--- src/common/tmr2_params.svh ---
// Constants for the capture/reload timer: register offsets, bit positions, reset values, timing.
// Assumes a 32-bit classic Wishbone slave with byte addressing.
`ifndef TMR2_PARAMS_SVH
`define TMR2_PARAMS_SVH

// ----------------------------------------
// Register byte offsets
// ----------------------------------------
`define TMR2_OFF_CTRL     8'h00
`define TMR2_OFF_COUNT    8'h04
`define TMR2_OFF_CAPTURE  8'h08
`define TMR2_OFF_IRQ_STAT 8'h0C
`define TMR2_OFF_IRQ_MASK 8'h10

// ----------------------------------------
// Control bit positions
// ----------------------------------------
`define TMR2_BIT_OVF  7
`define TMR2_BIT_EXF  6
`define TMR2_BIT_RCLK 5
`define TMR2_BIT_TX_CLOCK_SELECT 4
`define TMR2_BIT_EXEN 3
`define TMR2_BIT_RUN  2
`define TMR2_BIT_CT   1
`define TMR2_BIT_CPRL 0

// Interrupt status bit positions
`define TMR2_IRQ_OVF 0
`define TMR2_IRQ_EXF 1

// ----------------------------------------
// Reset values and timing
// ----------------------------------------
`define TMR2_CTRL_RST  8'h00
`define TMR2_WORD_RST  16'h0000
`define TMR2_PRESCALE  12
`define TMR2_CNT_MAX   16'hFFFF
`define TMR2_CNT_WRAP  16'h0000

`endif

--- src/common/tmr2_pkg.sv ---
// Types shared by the capture/reload timer.
// Assumes nothing of its surroundings.
`default_nettype none
package tmr2_pkg;
  typedef enum logic [3:0] {
    TMR2_OFF     = 4'b0001,
    TMR2_RELOAD  = 4'b0010,
    TMR2_CAPTURE = 4'b0100,
    TMR2_BAUD    = 4'b1000
  } tmr2_mode_t;
endpackage
`default_nettype wire

--- src/tmr2_timer.sv ---
// Third 16-bit timer/counter with capture, auto-reload and baud generator modes.
// Assumes a classic Wishbone master on the core clock, and count/trigger pins synchronous-ish to it.
//
// Function
// - Count source select 0 counts the clock divided by twelve, 1 counts falling edges of the count input.
// - Serial selects both 0 choose reload (select 0) or capture (select 1), either serial select gives baud mode, run 0 stops.
// - Run control 1 starts counting and 0 halts it keeping the count.
// - Capture mode counts freely and sets the overflow flag on each overflow, which may interrupt.
// - Capture mode with external enable copies the count into the capture registers on a trigger fall and sets the external flag.
// - Reload mode reloads from the capture registers and sets the overflow flag on each rollover.
// - Reload mode with external enable also reloads and sets the external flag on a trigger fall.
// - The overflow flag is set by hardware or a software write, cleared only by software, and never set by an overflow in baud mode.
// - The external flag sets on a trigger-caused capture or reload, may interrupt, and only software clears it.
// - Receive clock select 1 routes this timer's overflows to the serial receiver, else timer 1 overflows.
// - Transmit clock select 1 routes this timer's overflows to the serial transmitter, else timer 1 overflows.
// - Trigger falls act only with external enable set and outside baud mode.
// - In baud mode the capture/reload select is ignored and every overflow reloads.
`include "tmr2_params.svh"
`default_nettype none
module tmr2_timer
  import tmr2_pkg::*;
#(
  parameter int PRESCALE = `TMR2_PRESCALE
) (
  // Clock and reset
  input  wire logic        clk_i,
  input  wire logic        rst_i,
  // Wishbone slave
  input  wire logic        cyc_i,
  input  wire logic        stb_i,
  input  wire logic        we_i,
  input  wire logic [7:0]  adr_i,
  input  wire logic [3:0]  sel_i,
  input  wire logic [31:0] dat_i,
  output logic      [31:0] dat_o,
  output logic             ack_o,
  output logic             err_o,
  // Pins
  input  wire logic        count_in_i,
  input  wire logic        trigger_pin_i,
  // Serial port clocking
  input  wire logic        t1_overflow_i,
  output logic             rx_clock_o,
  output logic             tx_clock_o,
  // Interrupt
  output logic             irq_o
);

  // ----------------------------------------
  // Registers
  // ----------------------------------------
  logic [7:0]  ctrl_reg;
  logic [15:0] count_reg;
  logic [15:0] capture_reg;
  logic [1:0]  irq_stat_reg;
  logic [1:0]  irq_mask_reg;
  logic [1:0]  cnt_sync_reg;
  logic [1:0]  trg_sync_reg;
  logic        cnt_prev_reg;
  logic        trg_prev_reg;
  logic [3:0]  presc_reg;

  // ----------------------------------------
  // Bus decode
  // ----------------------------------------
  logic        bus_req;
  logic        wr_ctrl;
  logic        wr_count;
  logic        wr_capture;
  logic        wr_stat;
  logic        wr_mask;
  logic        addr_ok;

  function automatic logic hit(input logic [7:0] adr, input logic [7:0] off);
    hit = (adr == off);
  endfunction

  assign bus_req    = cyc_i & stb_i & ~ack_o & ~err_o;
  assign addr_ok    = hit(adr_i, `TMR2_OFF_CTRL) | hit(adr_i, `TMR2_OFF_COUNT) |
                      hit(adr_i, `TMR2_OFF_CAPTURE) | hit(adr_i, `TMR2_OFF_IRQ_STAT) |
                      hit(adr_i, `TMR2_OFF_IRQ_MASK);
  assign wr_ctrl    = bus_req & we_i & sel_i[0] & hit(adr_i, `TMR2_OFF_CTRL);
  assign wr_count   = bus_req & we_i & hit(adr_i, `TMR2_OFF_COUNT);
  assign wr_capture = bus_req & we_i & hit(adr_i, `TMR2_OFF_CAPTURE);
  assign wr_stat    = bus_req & we_i & sel_i[0] & hit(adr_i, `TMR2_OFF_IRQ_STAT);
  assign wr_mask    = bus_req & we_i & sel_i[0] & hit(adr_i, `TMR2_OFF_IRQ_MASK);

  // ----------------------------------------
  // Mode and event decode
  // ----------------------------------------
  tmr2_mode_t mode;
  logic       baud_sel;
  logic       tick;
  logic       presc_tick;
  logic       cnt_fall;
  logic       trg_fall;
  logic       trg_event;
  logic       overflow;
  logic       ovf_set;
  logic       exf_set;

  assign baud_sel = ctrl_reg[`TMR2_BIT_RCLK] | ctrl_reg[`TMR2_BIT_TX_CLOCK_SELECT];

  always_comb begin
    if (!ctrl_reg[`TMR2_BIT_RUN]) begin
      mode = TMR2_OFF;
    end else if (baud_sel) begin
      mode = TMR2_BAUD;
    end else if (ctrl_reg[`TMR2_BIT_CPRL]) begin
      mode = TMR2_CAPTURE;
    end else begin
      mode = TMR2_RELOAD;
    end
  end

  // Edge detectors read only the second synchroniser stage
  assign cnt_fall   = cnt_prev_reg & ~cnt_sync_reg[1];
  assign trg_fall   = trg_prev_reg & ~trg_sync_reg[1];
  assign presc_tick = (presc_reg == 4'(PRESCALE - 1));
  assign tick       = ctrl_reg[`TMR2_BIT_CT] ? cnt_fall : presc_tick;
  assign overflow   = (mode != TMR2_OFF) & tick & (count_reg == `TMR2_CNT_MAX);
  assign trg_event  = trg_fall & ctrl_reg[`TMR2_BIT_EXEN] & ~baud_sel
                      & (mode != TMR2_OFF);
  assign ovf_set    = overflow & ~baud_sel;
  assign exf_set    = trg_event;

  // ----------------------------------------
  // Input synchronisers
  // ----------------------------------------
  always_ff @(posedge clk_i) begin
    if (rst_i) begin
      cnt_sync_reg <= 2'h3;
      trg_sync_reg <= 2'h3;
      cnt_prev_reg <= 1'h1;
      trg_prev_reg <= 1'h1;
    end else begin
      cnt_sync_reg <= {cnt_sync_reg[0], count_in_i};
      trg_sync_reg <= {trg_sync_reg[0], trigger_pin_i};
      cnt_prev_reg <= cnt_sync_reg[1];
      trg_prev_reg <= trg_sync_reg[1];
    end
  end

  // Prescaler runs only while enabled so the first tick is a full period away
  always_ff @(posedge clk_i) begin
    if (rst_i || !ctrl_reg[`TMR2_BIT_RUN] || presc_tick) begin
      presc_reg <= 4'h0;
    end else begin
      presc_reg <= presc_reg + 4'h1;
    end
  end

  // ----------------------------------------
  // Control register with hardware flags
  // ----------------------------------------
  // Hardware set beats a software clear in the same cycle.
  always_ff @(posedge clk_i) begin
    if (rst_i) begin
      ctrl_reg <= `TMR2_CTRL_RST;
    end else begin
      if (wr_ctrl) begin
        ctrl_reg <= dat_i[7:0];
      end
      if (ovf_set) begin
        ctrl_reg[`TMR2_BIT_OVF] <= 1'b1;
      end
      if (exf_set) begin
        ctrl_reg[`TMR2_BIT_EXF] <= 1'b1;
      end
    end
  end

  // ----------------------------------------
  // Counter
  // ----------------------------------------
  always_ff @(posedge clk_i) begin
    if (rst_i) begin
      count_reg <= `TMR2_WORD_RST;
    end else if (wr_count) begin
      if (sel_i[0]) count_reg[7:0]  <= dat_i[7:0];
      if (sel_i[1]) count_reg[15:8] <= dat_i[15:8];
    end else if (trg_event && mode == TMR2_RELOAD) begin
      count_reg <= capture_reg;
    end else if (overflow && mode != TMR2_CAPTURE) begin
      count_reg <= capture_reg;
    end else if (mode != TMR2_OFF && tick) begin
      count_reg <= count_reg + 16'h0001;
    end
  end

  // Capture register doubles as the reload value
  always_ff @(posedge clk_i) begin
    if (rst_i) begin
      capture_reg <= `TMR2_WORD_RST;
    end else if (trg_event && mode == TMR2_CAPTURE) begin
      capture_reg <= count_reg;
    end else if (wr_capture) begin
      if (sel_i[0]) capture_reg[7:0]  <= dat_i[7:0];
      if (sel_i[1]) capture_reg[15:8] <= dat_i[15:8];
    end
  end

  // ----------------------------------------
  // Interrupt status and mask
  // ----------------------------------------
  always_ff @(posedge clk_i) begin
    if (rst_i) begin
      irq_stat_reg <= 2'h0;
      irq_mask_reg <= 2'h0;
      irq_o        <= 1'b0;
    end else begin
      irq_stat_reg <= (irq_stat_reg & ~(wr_stat ? dat_i[1:0] : 2'h0))
                      | {exf_set, ovf_set};
      if (wr_mask) irq_mask_reg <= dat_i[1:0];
      irq_o <= |(irq_stat_reg & irq_mask_reg);
    end
  end

  // ----------------------------------------
  // Serial port clocks
  // ----------------------------------------
  always_ff @(posedge clk_i) begin
    if (rst_i) begin
      rx_clock_o <= 1'b0;
      tx_clock_o <= 1'b0;
    end else begin
      rx_clock_o <= ctrl_reg[`TMR2_BIT_RCLK] ? overflow : t1_overflow_i;
      tx_clock_o <= ctrl_reg[`TMR2_BIT_TX_CLOCK_SELECT] ? overflow : t1_overflow_i;
    end
  end

  // ----------------------------------------
  // Bus answer
  // ----------------------------------------
  always_ff @(posedge clk_i) begin
    if (rst_i) begin
      ack_o <= 1'b0;
      err_o <= 1'b0;
      dat_o <= 32'h0000_0000;
    end else begin
      ack_o <= bus_req & addr_ok;
      err_o <= bus_req & ~addr_ok;
      dat_o <= 32'h0000_0000;
      if (bus_req && !we_i) begin
        case (adr_i)
          `TMR2_OFF_CTRL:     dat_o <= {24'h000000, ctrl_reg};
          `TMR2_OFF_COUNT:    dat_o <= {16'h0000, count_reg};
          `TMR2_OFF_CAPTURE:  dat_o <= {16'h0000, capture_reg};
          `TMR2_OFF_IRQ_STAT: dat_o <= {30'h0, irq_stat_reg};
          `TMR2_OFF_IRQ_MASK: dat_o <= {30'h0, irq_mask_reg};
          default:            dat_o <= 32'h0000_0000;
        endcase
      end
    end
  end

  // ----------------------------------------
  // Assertions
  // ----------------------------------------
  no_ovf_baud_a: assert property (@(posedge clk_i) disable iff (rst_i)
    baud_sel && !ctrl_reg[`TMR2_BIT_OVF] && !wr_ctrl |=> !ctrl_reg[`TMR2_BIT_OVF])
    else $error("overflow flag set in baud mode");

  ovf_sticky_a: assert property (@(posedge clk_i) disable iff (rst_i)
    ctrl_reg[`TMR2_BIT_OVF] && !wr_ctrl |=> ctrl_reg[`TMR2_BIT_OVF])
    else $error("overflow flag lost without a write");

  ext_sticky_a: assert property (@(posedge clk_i) disable iff (rst_i)
    ctrl_reg[`TMR2_BIT_EXF] && !wr_ctrl |=> ctrl_reg[`TMR2_BIT_EXF])
    else $error("external flag lost without a write");

  halt_holds_a: assert property (@(posedge clk_i) disable iff (rst_i)
    !ctrl_reg[`TMR2_BIT_RUN] && !wr_count |=> count_reg == $past(count_reg))
    else $error("count moved while halted");

  reload_roll_a: assert property (@(posedge clk_i) disable iff (rst_i)
    overflow && mode == TMR2_RELOAD && !wr_count |=> count_reg == $past(capture_reg))
    else $error("no reload on rollover");

  ovf_flag_set_a: assert property (@(posedge clk_i) disable iff (rst_i)
    overflow && !baud_sel |=> ctrl_reg[`TMR2_BIT_OVF] && irq_stat_reg[`TMR2_IRQ_OVF])
    else $error("overflow flag missed");

  capture_copy_a: assert property (@(posedge clk_i) disable iff (rst_i)
    trg_event && mode == TMR2_CAPTURE |=> capture_reg == $past(count_reg) && ctrl_reg[`TMR2_BIT_EXF])
    else $error("capture missed");

  trig_reload_a: assert property (@(posedge clk_i) disable iff (rst_i)
    trg_event && mode == TMR2_RELOAD && !wr_count |=> count_reg == $past(capture_reg))
    else $error("trigger reload missed");

  trig_ignored_a: assert property (@(posedge clk_i) disable iff (rst_i)
    trg_fall && !ctrl_reg[`TMR2_BIT_EXEN] && !wr_capture |=> capture_reg == $past(capture_reg))
    else $error("trigger acted while disabled");

  baud_route_a: assert property (@(posedge clk_i) disable iff (rst_i)
    ctrl_reg[`TMR2_BIT_RCLK] |=> rx_clock_o == $past(overflow))
    else $error("receive clock route wrong");

  tx_route_a: assert property (@(posedge clk_i) disable iff (rst_i)
    !ctrl_reg[`TMR2_BIT_TX_CLOCK_SELECT] |=> tx_clock_o == $past(t1_overflow_i))
    else $error("transmit clock route wrong");

  rx_t1_route_a: assert property (@(posedge clk_i) disable iff (rst_i)
    !ctrl_reg[`TMR2_BIT_RCLK] |=> rx_clock_o == $past(t1_overflow_i))
    else $error("receive clock not from timer 1");

  tx_baud_route_a: assert property (@(posedge clk_i) disable iff (rst_i)
    ctrl_reg[`TMR2_BIT_TX_CLOCK_SELECT] |=> tx_clock_o == $past(overflow))
    else $error("transmit clock not from overflow");

  free_wrap_a: assert property (@(posedge clk_i) disable iff (rst_i)
    overflow && mode == TMR2_CAPTURE && !wr_count |=> count_reg == `TMR2_CNT_WRAP)
    else $error("capture mode did not wrap freely");

  count_step_a: assert property (@(posedge clk_i) disable iff (rst_i)
    mode == TMR2_CAPTURE && tick && !overflow && !wr_count |=> count_reg == $past(count_reg) + 16'h0001)
    else $error("count did not step on a tick");

  baud_no_trig_a: assert property (@(posedge clk_i) disable iff (rst_i)
    trg_fall && baud_sel && !wr_capture |=> capture_reg == $past(capture_reg))
    else $error("trigger acted in baud mode");

  irq_level_a: assert property (@(posedge clk_i) disable iff (rst_i)
    1'b1 |=> irq_o == $past(|(irq_stat_reg & irq_mask_reg)))
    else $error("interrupt level wrong");

  ack_once_a: assert property (@(posedge clk_i) disable iff (rst_i)
    ack_o |=> !ack_o)
    else $error("ack held for more than a cycle");

  // Running-cycle count kept apart from the prescaler, so the check is not a copy of it
  int run_cycles;

  always_ff @(posedge clk_i) begin
    if (rst_i || !ctrl_reg[`TMR2_BIT_RUN]) begin
      run_cycles <= 0;
    end else begin
      run_cycles <= run_cycles + 1;
    end
  end

  prescale_a: assert property (@(posedge clk_i) disable iff (rst_i)
    ctrl_reg[`TMR2_BIT_RUN] |-> presc_tick == ((run_cycles % PRESCALE) == PRESCALE - 1))
    else $error("prescaler tick out of step");

endmodule
`default_nettype wire

--- config.mk ---
export PLATFORM = sky130hd
export DESIGN_NAME = tmr2_timer
export DESIGN_NICKNAME = d
export VERILOG_FILES = /design/src/common/tmr2_pkg.sv /design/src/tmr2_timer.sv
export VERILOG_INCLUDE_DIRS = /design/src /design/src/common
export SDC_FILE = /design/constraint.sdc
export NUM_CORES = 1
export LEC_CHECK = 0
export BUFFER_PORTS_ARGS = -buffer_cell sky130_fd_sc_hd__clkbuf_2
export CORE_UTILIZATION = 48
export DETAILED_ROUTE_END_ITERATION = 7
export GPL_TIMING_DRIVEN = 0
export PLACE_DENSITY = 0.78
export SKIP_CTS_REPAIR_TIMING = 1
export SYNTH_ARGS = -nofsm -noshare
export SYNTH_HDL_FRONTEND = slang
export SYNTH_SLANG_ARGS = --single-unit
--- constraint.sdc ---
create_clock -name clk_i -period 2 [get_ports clk_i]
set_input_delay 0.1 -clock clk_i [delete_from_list [all_inputs] [get_ports clk_i]]
set_output_delay 0.1 -clock clk_i [all_outputs]
set_load 0.03 [all_outputs]
# Word-level counts from Yosys, hierarchy flattened

Index checks and enable logic that the tools add are counted.

Register bits after elaboration: 91
Bits of input ports: 52
Output and inout bits: 37
Word-level logic and storage cells: 111

Add/subtract/negate cells: 2
Eq/ne operators: 12
Mux-type cells: 19
Bitwise logic cells: 36
Reduce and logical (&&, ||, !) cells: 22

Operators with widths:

| cell                                                   | count |
|---|---|
| two-way mux 16 bit                                     | 6 |
| one-hot mux 16 bit (5 select lines)                    | 1 |
| two-way mux 8 bit                                      | 3 |
| AND 1 bit                                              | 20 |
| adder 16 x 1 -> 16 bit (second input constant)         | 1 |
| equality test 16 bit (second input constant)           | 1 |
| equality test 8 x 4 -> 1 bit (second input constant)   | 2 |
| nonzero test 2 bit                                     | 5 |
| equality test 8 x 3 -> 1 bit (second input constant)   | 1 |
| equality test 8 x 5 -> 1 bit (second input constant)   | 1 |
| logical NOT 8 bit                                      | 1 |
| two-way mux 4 bit                                      | 2 |
| AND reduction 2 bit                                    | 4 |
| NOT 1 bit                                              | 7 |
| logical AND 1 bit                                      | 5 |
| two-way mux 1 bit                                      | 5 |
| bitwise OR 1 bit                                       | 5 |
| adder 4 x 1 -> 4 bit (second input constant)           | 1 |
| AND 2 bit                                              | 2 |
| equality test 4 x 2 -> 1 bit (second input constant)   | 1 |
| equality test 4 x 3 -> 1 bit (second input constant)   | 1 |
| equality test 4 bit (second input constant)            | 1 |
| inequality test 2 bit (second input constant)          | 2 |
| inequality test 4 x 1 -> 1 bit (second input constant) | 1 |
| 9 further kinds                                        | 12 |

# Logic depth before layout (Yosys ltp)

Gate-level depths: netlist of run 1.

Word-level depth: 10
Mapped depth: 8
Gate-level depth less buffers: 7

# Least setup slack after synthesis of run 1

No wires, ideal clock.

Path kind: register -> register
From: register presc_reg[0]
To: register count_reg[3]
Setup time: 0.134 ns
Data arrival time: 1.894 ns
Data required time: 1.866 ns
Setup slack: -0.028 ns
Stages on the path, launching flop included: 9
Buffers on the path: 1
Period minus slack after synthesis: 2.028 ns
Cell sequence: dfxtp_1 -> ha_1 -> nand3b_1 -> nor2b_1 -> nor4_1 -> buf_2 -> o21ai_1 -> mux2i_1 -> a21oi_1

Cells in the longest elaborated chain, start to end: 8
Elaborated cells between the ends (all ways): 11
Those cells by class: 1 x eq/ne; 4 x mux; 2 x bitwise; 4 x reduce/logical

Ends and longest elaborated chain:

| element                  | RTL line          | text |
|---|---|---|
| start: declaration       | tmr2_timer.sv:61  | `logic [3:0] presc_reg;` |
| start signal: assignment | tmr2_timer.sv:149 | `presc_reg <= presc_reg + 4'h1;` |
| equality test 4 bit (*)  | tmr2_timer.sv:119 | `assign presc_tick = (presc_reg == 4'(PRESCALE - 1));` |
| two-way mux 1 bit (*)    | tmr2_timer.sv:120 | `` assign tick = ctrl_reg[`TMR2_BIT_CT] ? cnt_fall : presc_tick; `` |
| AND 1 bit (2 in series)  | tmr2_timer.sv:121 | `` assign overflow = (mode != TMR2_OFF) & tick & (count_reg == `TMR2_CNT_MAX); `` |
| logical AND 1 bit        | tmr2_timer.sv:184 | `end else if (overflow && mode != TMR2_CAPTURE) begin` |
| two-way mux 16 bit       | tmr2_timer.sv:184 |  |
| two-way mux 16 bit       | tmr2_timer.sv:182 | `end else if (trg_event && mode == TMR2_RELOAD) begin` |
| two-way mux 16 bit       | tmr2_timer.sv:179 | `end else if (wr_count) begin` |
| end signal: assignment   | tmr2_timer.sv:180 | `if (sel_i[0]) count_reg[7:0] <= dat_i[7:0];` |
| end signal: assignment   | tmr2_timer.sv:183 | `count_reg <= capture_reg;` |
| end signal: assignment   | tmr2_timer.sv:185 | `count_reg <= capture_reg;` |
| end: declaration         | tmr2_timer.sv:53  | `logic [15:0] count_reg;` |

Every way passes the cells marked *; elsewhere a longest branch is shown, timed or not.
A chain may end at the register's enable or synchronous reset.

# Final worst setup path of run 1

From: input adr_i[7]
To: register count_reg[0]

Cells in the longest elaborated chain, start to end: 4
Elaborated cells between the ends (all ways): 6
Those cells by class: 2 x eq/ne; 1 x mux; 1 x bitwise; 2 x reduce/logical

Ends and longest elaborated chain:

| element                                                                      | RTL line          | text |
|---|---|---|
| start: declaration                                                           | tmr2_timer.sv:32  | `input wire logic [7:0] adr_i,` |
| equality test 8 x 3 -> 1 bit (*)                                             | tmr2_timer.sv:75  | `hit = (adr == off);` |
| AND 1 bit (*)                                                                | tmr2_timer.sv:83  | `` assign wr_count = bus_req & we_i & hit(adr_i, `TMR2_OFF_COUNT); `` |
| nonzero test 4 bit (no source line) or inequality test 2 bit (tied branches) | -                 |  |
| AND reduction 2 bit (no source line)                                         | -                 |  |
| end signal: assignment                                                       | tmr2_timer.sv:178 | `` count_reg <= `TMR2_WORD_RST; `` |
| end signal: assignment                                                       | tmr2_timer.sv:180 |  |
| end signal: assignment                                                       | tmr2_timer.sv:183 |  |

Marked as above.

==> impl_metrics.env, run 1 <==
export IMPL_status="complete, but fails checks"
export IMPL_violations="negative setup slack"
export IMPL_hold_ws_ns=0.0139
export IMPL_coreArea_um2=7370
export IMPL_syn_instance_count=417
export IMPL_critPathKind="in -> reg"
export IMPL_async_flop_share=0
export IMPL_syn_cell_area_um2=3710
export IMPL_finalSetupViolations=10
export IMPL_numCtsBuffers=9
export IMPL_synth_lib_cells_used_distinct=53
export IMPL_drcViolationCount=0
export IMPL_pin_count=89
export IMPL_leakage_nw=1.81
export IMPL_crit_arrival_ns=2.34
export IMPL_dieHeight_um=89.9
export IMPL_hp_class="in -> reg"
export IMPL_dr_pass1_iters=5
export IMPL_clock_latency_ns=0.36
export IMPL_slew_limit_headroom=0.507
export IMPL_via_count=3587
export IMPL_grt_pass1_wl_um=16400
export IMPL_num_fill_cells=614
export IMPL_ir_worst_vdd_uv=416
export IMPL_die_width_um=89.9
export IMPL_nNetsFinal=563
export IMPL_path_clk_slew_ns=0.07
export IMPL_final_max_slew_viol_count=0
export IMPL_clock_path_buffers=2
export IMPL_antenna_found_initial=0
export IMPL_fin_area_um2=4650
export IMPL_vias_per_cell=5.85
export IMPL_cp_start_kind="input port"
export IMPL_synth_common_cells="75 x dfxtp_1, 56 x nor2_1, 33 x mux2i_1"
export IMPL_wire_per_inst_um=17.6
export IMPL_cts_sinks=75
export IMPL_cp_max_fo=10
export IMPL_ys_ff_latch=75
export IMPL_rsz0062_at_grt="yes"
export IMPL_setup_slack_ns=-0.0984
export IMPL_critPathRequiredTime_ns=2.24
export IMPL_cellPowerDensity_nw_per_um2=652
export IMPL_drt_iter0_markers=409
export IMPL_fin_crit_ns=2.10
export IMPL_cts_tree="built"
export IMPL_period_share=1.05
export IMPL_grtUsageTotal=0.260
export IMPL_place_area_um2=4160
export IMPL_yosys_area_top_type="dfxtp_1"
export IMPL_drive_gt1_frac=0.288
export IMPL_wl_um=10800
export IMPL_grt_ovfl_total=0
export IMPL_fmax_mhz=477
export IMPL_clock_skew_ns=0.0141
export IMPL_synth_edf_count=0
export IMPL_postLayoutCoreUtil=0.632
export IMPL_diodes=0
export IMPL_tns_ns=-0.401
export IMPL_die_area_um2=8080
export IMPL_synth_most_common_cell="dfxtp_1"
export IMPL_place_gp_congestion=0.909
export IMPL_grt_pass1_vias=3297
export IMPL_synthToLayoutAreaGrowth_pct=25.5
export IMPL_cts_htree_levels=3
export IMPL_yosys_warnings=0
export IMPL_end_kind="flop"
export IMPL_worst_pin_slew_ns=0.733
export IMPL_place_hpwl_um=7050
export IMPL_start_util=0.503
export IMPL_avgSynthCellArea_um2=8.90
export IMPL_grt_max_degree=13
export IMPL_pre_cts_slack_ns=-0.466
export IMPL_io_buffers=53
export IMPL_root_buffer="clkbuf_8"
export IMPL_ys_top_cells_by_area="dfxtp_1 40%, mux2i_1 8.9%, nor2_1 5.7%, buf_4 4.0%, o21ai_0 3.6%"
export IMPL_antenna_left=0
export IMPL_finalHoldViolCount=0
export IMPL_fp_row_count=31
export IMPL_drv_cap=0
export IMPL_yosysSeqAreaShare=0.405
export IMPL_synth_top_area_share=0.405
export IMPL_synth_main_ff_cell="dfxtp_1"
[path summary, 6_finish.rpt]
kind                                       from         endpoint  slack (ns)  depth (start not counted)
worst min register to register  cnt_sync_reg[0]  cnt_sync_reg[1]        0.41                          1
worst min-delay path              t1_overflow_i       tx_clock_o        0.01                          3
worst max register to register     count_reg[8]     count_reg[0]       -0.08                          9
worst max-delay path                   adr_i[7]     count_reg[0]        -0.1                          8
[placed cells by master (no fill, tap or decap), drive strengths merged, types with 3 or more instances in the layout]
cell    instances
a211oi         15
mux2i          35
o211ai          6
and2            4
nand2b          5
clkbuf         77
buf            36
nor2           57
a222oi          3
conb           16
o221ai          7
o21ai          29
nand2          20
and4            3
nand3          11
inv             7
or2             6
xnor2           7
a21oi          23
nand4           7
nor4            3
and3            6
xor2            7
dfxtp          75
a31oi           4
a22oi          14
[area by class of cell]
| type | count | area (um^2) | share of cell area |
|---|---|---|---|
| timing repair buffer | 65 | 385 | 0.0828 |
| sequential | 75 | 1510 | 0.325 |
| clock inverter | 4 | 72.6 | 0.0156 |
| clock buffer | 12 | 155 | 0.0333 |
| inverter | 7 | 26.3 | 0.00565 |
| multi-input combinational | 313 | 2130 | 0.458 |
| tap | 99 | 124 | 0.0266 |
| buffer | 38 | 246 | 0.0530 |
[through the flow]
| stage | std cells | power [W] |
|---|---|---|
| finish | 613 | 0.00304 |
| floorplan | 432 | 0.00165 |
| global placement | 584 | 0.00171 |
| CTS | 600 | 0.00303 |
| global route | 613 | 0.00313 |
| detailed placement | 584 | 0.00172 |
[critical path: stages]
cell      delay [ns]
clkbuf_2        0.08
or4_4           0.59
nor4_4          0.58
nand2_4         0.18
clkbuf_1        0.33
o2111a_1        0.26
a21oi_1         0.14
a21oi_1         0.09
[layer usage]
layer | up-vias | share of wire | GRT usage
li1 | 1670 | - | -
met1 | 1660 | 0.40 | 0.330
met2 | 220 | 0.48 | 0.413
met3 | 37 | 0.094 | 0.0465
met4 | 0 | 0.032 | 0.153
met5 | - | 0 | 0
[power breakdown]
part	leakage (nW)	internal (W)	switching (W)
logic	1.09	0.0000697	0.000121
clock network	0.113	0.000770	0.000575
registers	0.610	0.00150	0.00000257
[logic make-up after synthesis]
kind of cell	count (synthesis)	share of synthesized area
xor+xnor	14	0.0331
flops	75	0.405
mux	37	0.107
compound gates	109	0.192
fa+ha+maj	2	0.00674
simple gates	134	0.188
buf+inv	45	0.0671
other cells	1	0.00101
No activity file was read; power rests on OpenSTA's default activity.
==> run 2: changes to the inputs <==
CORE_UTILIZATION = 35   (was 48)
PLACE_DENSITY = 0.6   (was 0.78)
==> impl_metrics.env, run 2 (synthesis results as in run 1) <==
export IMPL_wl_um=10800
export IMPL_r2r_end="count_reg[14]"
export IMPL_pin_count=89
export IMPL_hold_depth=3
export IMPL_setup_slack_ns=-0.0613
export IMPL_antenna_left=0
export IMPL_slew_limit_headroom=0.531
export IMPL_grtUsageTotal=0.188
export IMPL_die_width_um=105
export IMPL_via_count=3456
export IMPL_crit_arrival_ns=2.30
export IMPL_place_hpwl_um=7250
export IMPL_nNetsFinal=573
export IMPL_finalSetupViolations=6
export IMPL_dieHeight_um=105
export IMPL_cp_max_fo=5
export IMPL_critPathRequiredTime_ns=2.23
export IMPL_final_cell_mix="67 x dfxtp_1, 56 x clkbuf_2, 54 x nor2_1"
export IMPL_r2r_slack_ns=-0.06
export IMPL_final_max_slew_viol_count=0
export IMPL_grt_pass1_wl_um=16100
export IMPL_period_share=1.03
export IMPL_cp_depth=8
export IMPL_coreArea_um2=10300
export IMPL_finalHoldViolCount=0
export IMPL_numCtsBuffers=9
export IMPL_num_fill_cells=1031
export IMPL_cellPowerDensity_nw_per_um2=621
export IMPL_fp_row_count=37
export IMPL_grt_ovfl_total=0
export IMPL_status="complete, but fails checks"
export IMPL_rsz0062_at_grt="yes"
export IMPL_drt_iter0_markers=217
export IMPL_cts_tree="built"
export IMPL_leakage_nw=1.84
export IMPL_cts_sinks=75
export IMPL_fin_crit_ns=2.06
export IMPL_antenna_found_initial=0
export IMPL_critPathKind="reg -> reg"
export IMPL_path_clk_slew_ns=0.08
export IMPL_clock_skew_ns=0.00938
export IMPL_r2r_cells=8
export IMPL_wire_per_inst_um=16.4
export IMPL_end_kind="flop"
export IMPL_hp_class="in -> reg"
export IMPL_grt_max_degree=13
export IMPL_timing_rr_start="count_reg[8]"
export IMPL_io_buffers=53
export IMPL_cp_slowest_cell="nor4_2"
export IMPL_cp_startpoint="count_reg[8]"
export IMPL_drive_gt1_frac=0.315
export IMPL_ir_worst_vdd_uv=373
export IMPL_cp_start_kind="flop"
export IMPL_crit_chain="buf_6 -> and4_4 -> nand4_1 -> nor4_2 -> buf_4 -> o21ai_4 -> o211ai_1 -> a21oi_1"
export IMPL_critPathBufInv=2
export IMPL_grt_pass1_vias=3190
export IMPL_postLayoutCoreUtil=0.463
export IMPL_layout_commonest_cell="dfxtp_1"
export IMPL_min_delay_start="t1_overflow_i"
export IMPL_die_area_um2=11000
export IMPL_crit_end="count_reg[14]"
export IMPL_max_stage_delay_ns=0.38
export IMPL_start_util=0.361
export IMPL_drv_cap=0
export IMPL_vias_per_cell=5.24
export IMPL_worst_pin_slew_ns=0.704
export IMPL_clock_latency_ns=0.36
export IMPL_violations="negative setup slack"
export IMPL_synthToLayoutAreaGrowth_pct=28.4
export IMPL_critical_path_top_delay_family="simple AND/OR/NAND/NOR gates"
export IMPL_fmax_mhz=485
export IMPL_cts_htree_levels=3
export IMPL_tns_ns=-0.157
export IMPL_dr_pass1_iters=5
export IMPL_drcViolationCount=0
export IMPL_root_buffer="clkbuf_8"
export IMPL_place_gp_congestion=0.885
export IMPL_clock_path_buffers=2
export IMPL_diodes=0
==> run 2: cell types whose count changed in the layout (fill, tap and decap cells not counted), moves of 2 or more <==
cell / change
buf_4: +10
clkinv_2: +3
buf_2: -2
clkbuf_8: -2
nand2_1: -2
nand2_2: +2
nand3_2: +2
nor3_2: +2
==> run 2: how the worst min path moves through the flow <==
stage,endpoint,slack [ns]
global placement,cnt_sync_reg[0],0.28
detailed placement,trg_sync_reg[0],0.29
CTS,trg_sync_reg[0],-0.08
global route,rx_clock_o,0.04
finish,tx_clock_o,0.01
floorplan,cnt_sync_reg[0],0.20
==> run 2: cell type report <==
type / instances / area, um^2 / area share
buffer: 38 / 244 / 0.0512
clock buffer: 10 / 128 / 0.0268
multi-input combinational: 313 / 2140 / 0.449
sequential: 75 / 1510 / 0.317
clock inverter: 6 / 80.1 / 0.0168
inverter: 7 / 26.3 / 0.00552
tap: 136 / 170 / 0.0357
timing repair buffer: 75 / 464 / 0.0975
==> run 2: per-layer routing <==
layer	global-route usage	part of all wire	vias to the layer above
li1	-	-	1689
met2	0.306	0.46	133
met3	0.0306	0.066	23
met1	0.241	0.45	1611
met5	0	0	-
met4	0.0915	0.024	0
==> run 2: worst register-to-register path: stages, from the launching register on <==
cell and delay [ns]:
dfxtp_1 0.33, buf_6 0.11, and4_4 0.24, nand4_1 0.21, nor4_2 0.38, buf_4 0.23, o21ai_4 0.12, o211ai_1 0.23
a21oi_1 0.10
==> run 2: where the power goes <==
| group | switching [W] | internal [W] | total (W) |
|---|---|---|---|
| Combinational | 0.000121 | 0.0000700 | 0.000191 |
| Clock | 0.000569 | 0.000694 | 0.00126 |
| Sequential | 0.00000272 | 0.00150 | 0.00150 |
| Total | 0.000692 | 0.00226 | 0.00296 |
==> run 2: metrics by stage <==
| step | area [um^2] | hold slack [ns] | power (W) | cells | setup slack (ns) |
|---|---|---|---|---|---|
| after floorplan | 3770 | 0.204 | 0.00165 | 432 | 0.0892 |
| after global placement | 4210 | 0.283 | 0.00172 | 621 | -0.429 |
| after detailed placement | 4210 | 0.288 | 0.00172 | 621 | -0.483 |
| after CTS | 4410 | -0.0779 | 0.00295 | 637 | -0.373 |
| after global routing | 4760 | 0.0441 | 0.00303 | 660 | -0.165 |
| final | 4760 | 0.0134 | 0.00296 | 660 | -0.0613 |
==> run 3: changes to the inputs <==
CORE_ASPECT_RATIO = 1.25   (was default)
==> impl_metrics.env, run 3 (synthesis results as in run 1) <==
export IMPL_nNetsFinal=569
export IMPL_min_delay_start="dat_i[3]"
export IMPL_grt_pass1_vias=3284
export IMPL_final_max_slew_viol_count=0
export IMPL_max_stage_delay_ns=0.40
export IMPL_crit_arrival_ns=2.17
export IMPL_finalHoldViolCount=0
export IMPL_fmax_mhz=516
export IMPL_slew_limit_headroom=0.511
export IMPL_cp_slowest_cell="dfxtp_1"
export IMPL_p_sw_frac=0.221
export IMPL_wire_per_inst_um=16.8
export IMPL_diodes=0
export IMPL_fin_cells=648
export IMPL_cts_sinks=75
export IMPL_num_fill_cells=972
export IMPL_clock_skew_ns=0.0113
export IMPL_r2r_end="capture_reg[3]"
export IMPL_rsz0062_at_grt="yes"
export IMPL_clock_path_buffers=2
export IMPL_hold_ws_ns=0.0279
export IMPL_final_cell_mix="64 x dfxtp_1, 56 x clkbuf_2, 54 x nor2_1"
export IMPL_pin_count=89
export IMPL_path_clk_slew_ns=0.06
export IMPL_fp_row_count=41
export IMPL_end_kind="flop"
export IMPL_cp_max_fo=10
export IMPL_cts_tree="built"
export IMPL_place_hpwl_um=7530
export IMPL_io_buffers=53
export IMPL_wl_um=10900
export IMPL_grt_pass1_wl_um=16600
export IMPL_p_comb_frac=0.058
export IMPL_antenna_left=0
export IMPL_coreArea_um2=10200
export IMPL_status="finished, final reports clean"
export IMPL_numCtsBuffers=9
export IMPL_postLayoutCoreUtil=0.470
export IMPL_root_buffer="clkbuf_16"
export IMPL_drive_gt1_frac=0.306
export IMPL_start_util=0.363
export IMPL_worst_pin_slew_ns=0.733
export IMPL_drv_cap=0
export IMPL_antenna_found_initial=0
export IMPL_r2r_cells=6
export IMPL_clock_latency_ns=0.34
export IMPL_setup_slack_ns=0.0635
export IMPL_drt_iter0_markers=273
export IMPL_grtUsageTotal=0.203
export IMPL_power_internal_w=0.00260
export IMPL_place_gp_congestion=0.868
export IMPL_die_width_um=94.1
export IMPL_via_count=3476
export IMPL_finalSetupViolations=0
export IMPL_critPathKind="reg -> reg"
export IMPL_synthToLayoutAreaGrowth_pct=29.4
export IMPL_switchingPower_w=0.000739
export IMPL_timing_rr_start="ctrl_reg[4]"
export IMPL_p_seq_frac=0.451
export IMPL_cp_start_kind="flop"
export IMPL_power_w=0.00334
export IMPL_place_inst=614
export IMPL_grt_max_degree=12
export IMPL_drcViolationCount=0
export IMPL_grt_ovfl_total=0
export IMPL_ir_worst_vdd_uv=357
export IMPL_layout_commonest_cell="dfxtp_1"
export IMPL_dr_pass1_iters=5
export IMPL_hp_class="in -> reg"
export IMPL_fin_crit_ns=1.94
export IMPL_pre_cts_slack_ns=-0.453
export IMPL_cts_htree_levels=3
export IMPL_hold_path_endpoint="ctrl_reg[3]"
export IMPL_leakage_nw=1.88
export IMPL_die_area_um2=11000
export IMPL_period_share=0.968
export IMPL_vias_per_cell=5.36
export IMPL_r2r_slack_ns=0.06
export IMPL_p_clk_frac=0.491
export IMPL_crit_chain="nor2_2 -> nand3_2 -> nor2_4 -> clkbuf_4 -> mux2i_1 -> a211oi_1"
export IMPL_dieHeight_um=117
export IMPL_hold_depth=3
export IMPL_cellPowerDensity_nw_per_um2=695
export IMPL_critPathRequiredTime_ns=2.23
[run 3: cell count changes in the layout (fill, tap and decap cells not counted), sizes merged]
| cell | before | now |
|---|---|---|
| buf | 44 | 40 |
| clkbuf | 77 | 80 |
| clkinv | 4 | 1 |
| bufinv | 2 | 1 |
[run 3: worst max-delay path by stage]
stage / start / end / depth (start not counted)
after detailed placement: adr_i[7] / ctrl_reg[7] / 8
after global routing: count_reg[8] / count_reg[14] / 8
final: ctrl_reg[4] / capture_reg[3] / 6
after floorplan: adr_i[7] / ctrl_reg[6] / 7
after CTS: ctrl_reg[2] / count_reg[5] / 5
after global placement: adr_i[7] / ctrl_reg[7] / 8
[run 3: metal layers]
| metal | GRT usage | vias to the layer above | wire length (um) |
|---|---|---|---|
| met2 | 0.344 | 126 | 5380 |
| met4 | 0.134 | 0 | 492 |
| met1 | 0.221 | 1636 | 4460 |
| met5 | 0 | - | 0 |
| li1 | - | 1678 | - |
| met3 | 0.0562 | 36 | 590 |
[run 3: worst max-delay path: cells and delay by family, from the launching register on]
kind | cells | cell delay, ns
AOI/OAI and AO/OA | 1 | 0.31
buffers and inverters | 1 | 0.32
DFF | 1 | 0.40
muxes | 1 | 0.11
and+or+nand+nor | 3 | 0.68
[run 3: layout make-up]
type	instances	area [um^2]	area share
clock inverters	2	35.0	0.00730
multi-input cells	313	2140	0.446
inverters	7	26.3	0.00547
clock buffers	13	260	0.0542
plain buffers	38	244	0.0508
repair buffers	71	418	0.0870
well taps	129	161	0.0336
flip-flops and latches	75	1520	0.316
[run 3: power groups by stage]
stage	Combinational (W)	Clock, W	Sequential, W
floorplan	0.000109	0	0.00154
global placement	0.000180	0	0.00154
detailed placement	0.000184	0	0.00154
CTS	0.000184	0.00167	0.00150
global route	0.000206	0.00171	0.00150
finish	0.000192	0.00164	0.00151
[run 3: metrics by stage]
stage,cell area (um^2),setup TNS (ns)
2_1_floorplan,3770,0
3_3_place_gp,4200,-15.18
3_5_place_dp,4200,-16.07
4_1_cts,4490,-7.78
5_1_grt,4800,-0.107
6_report,4800,0
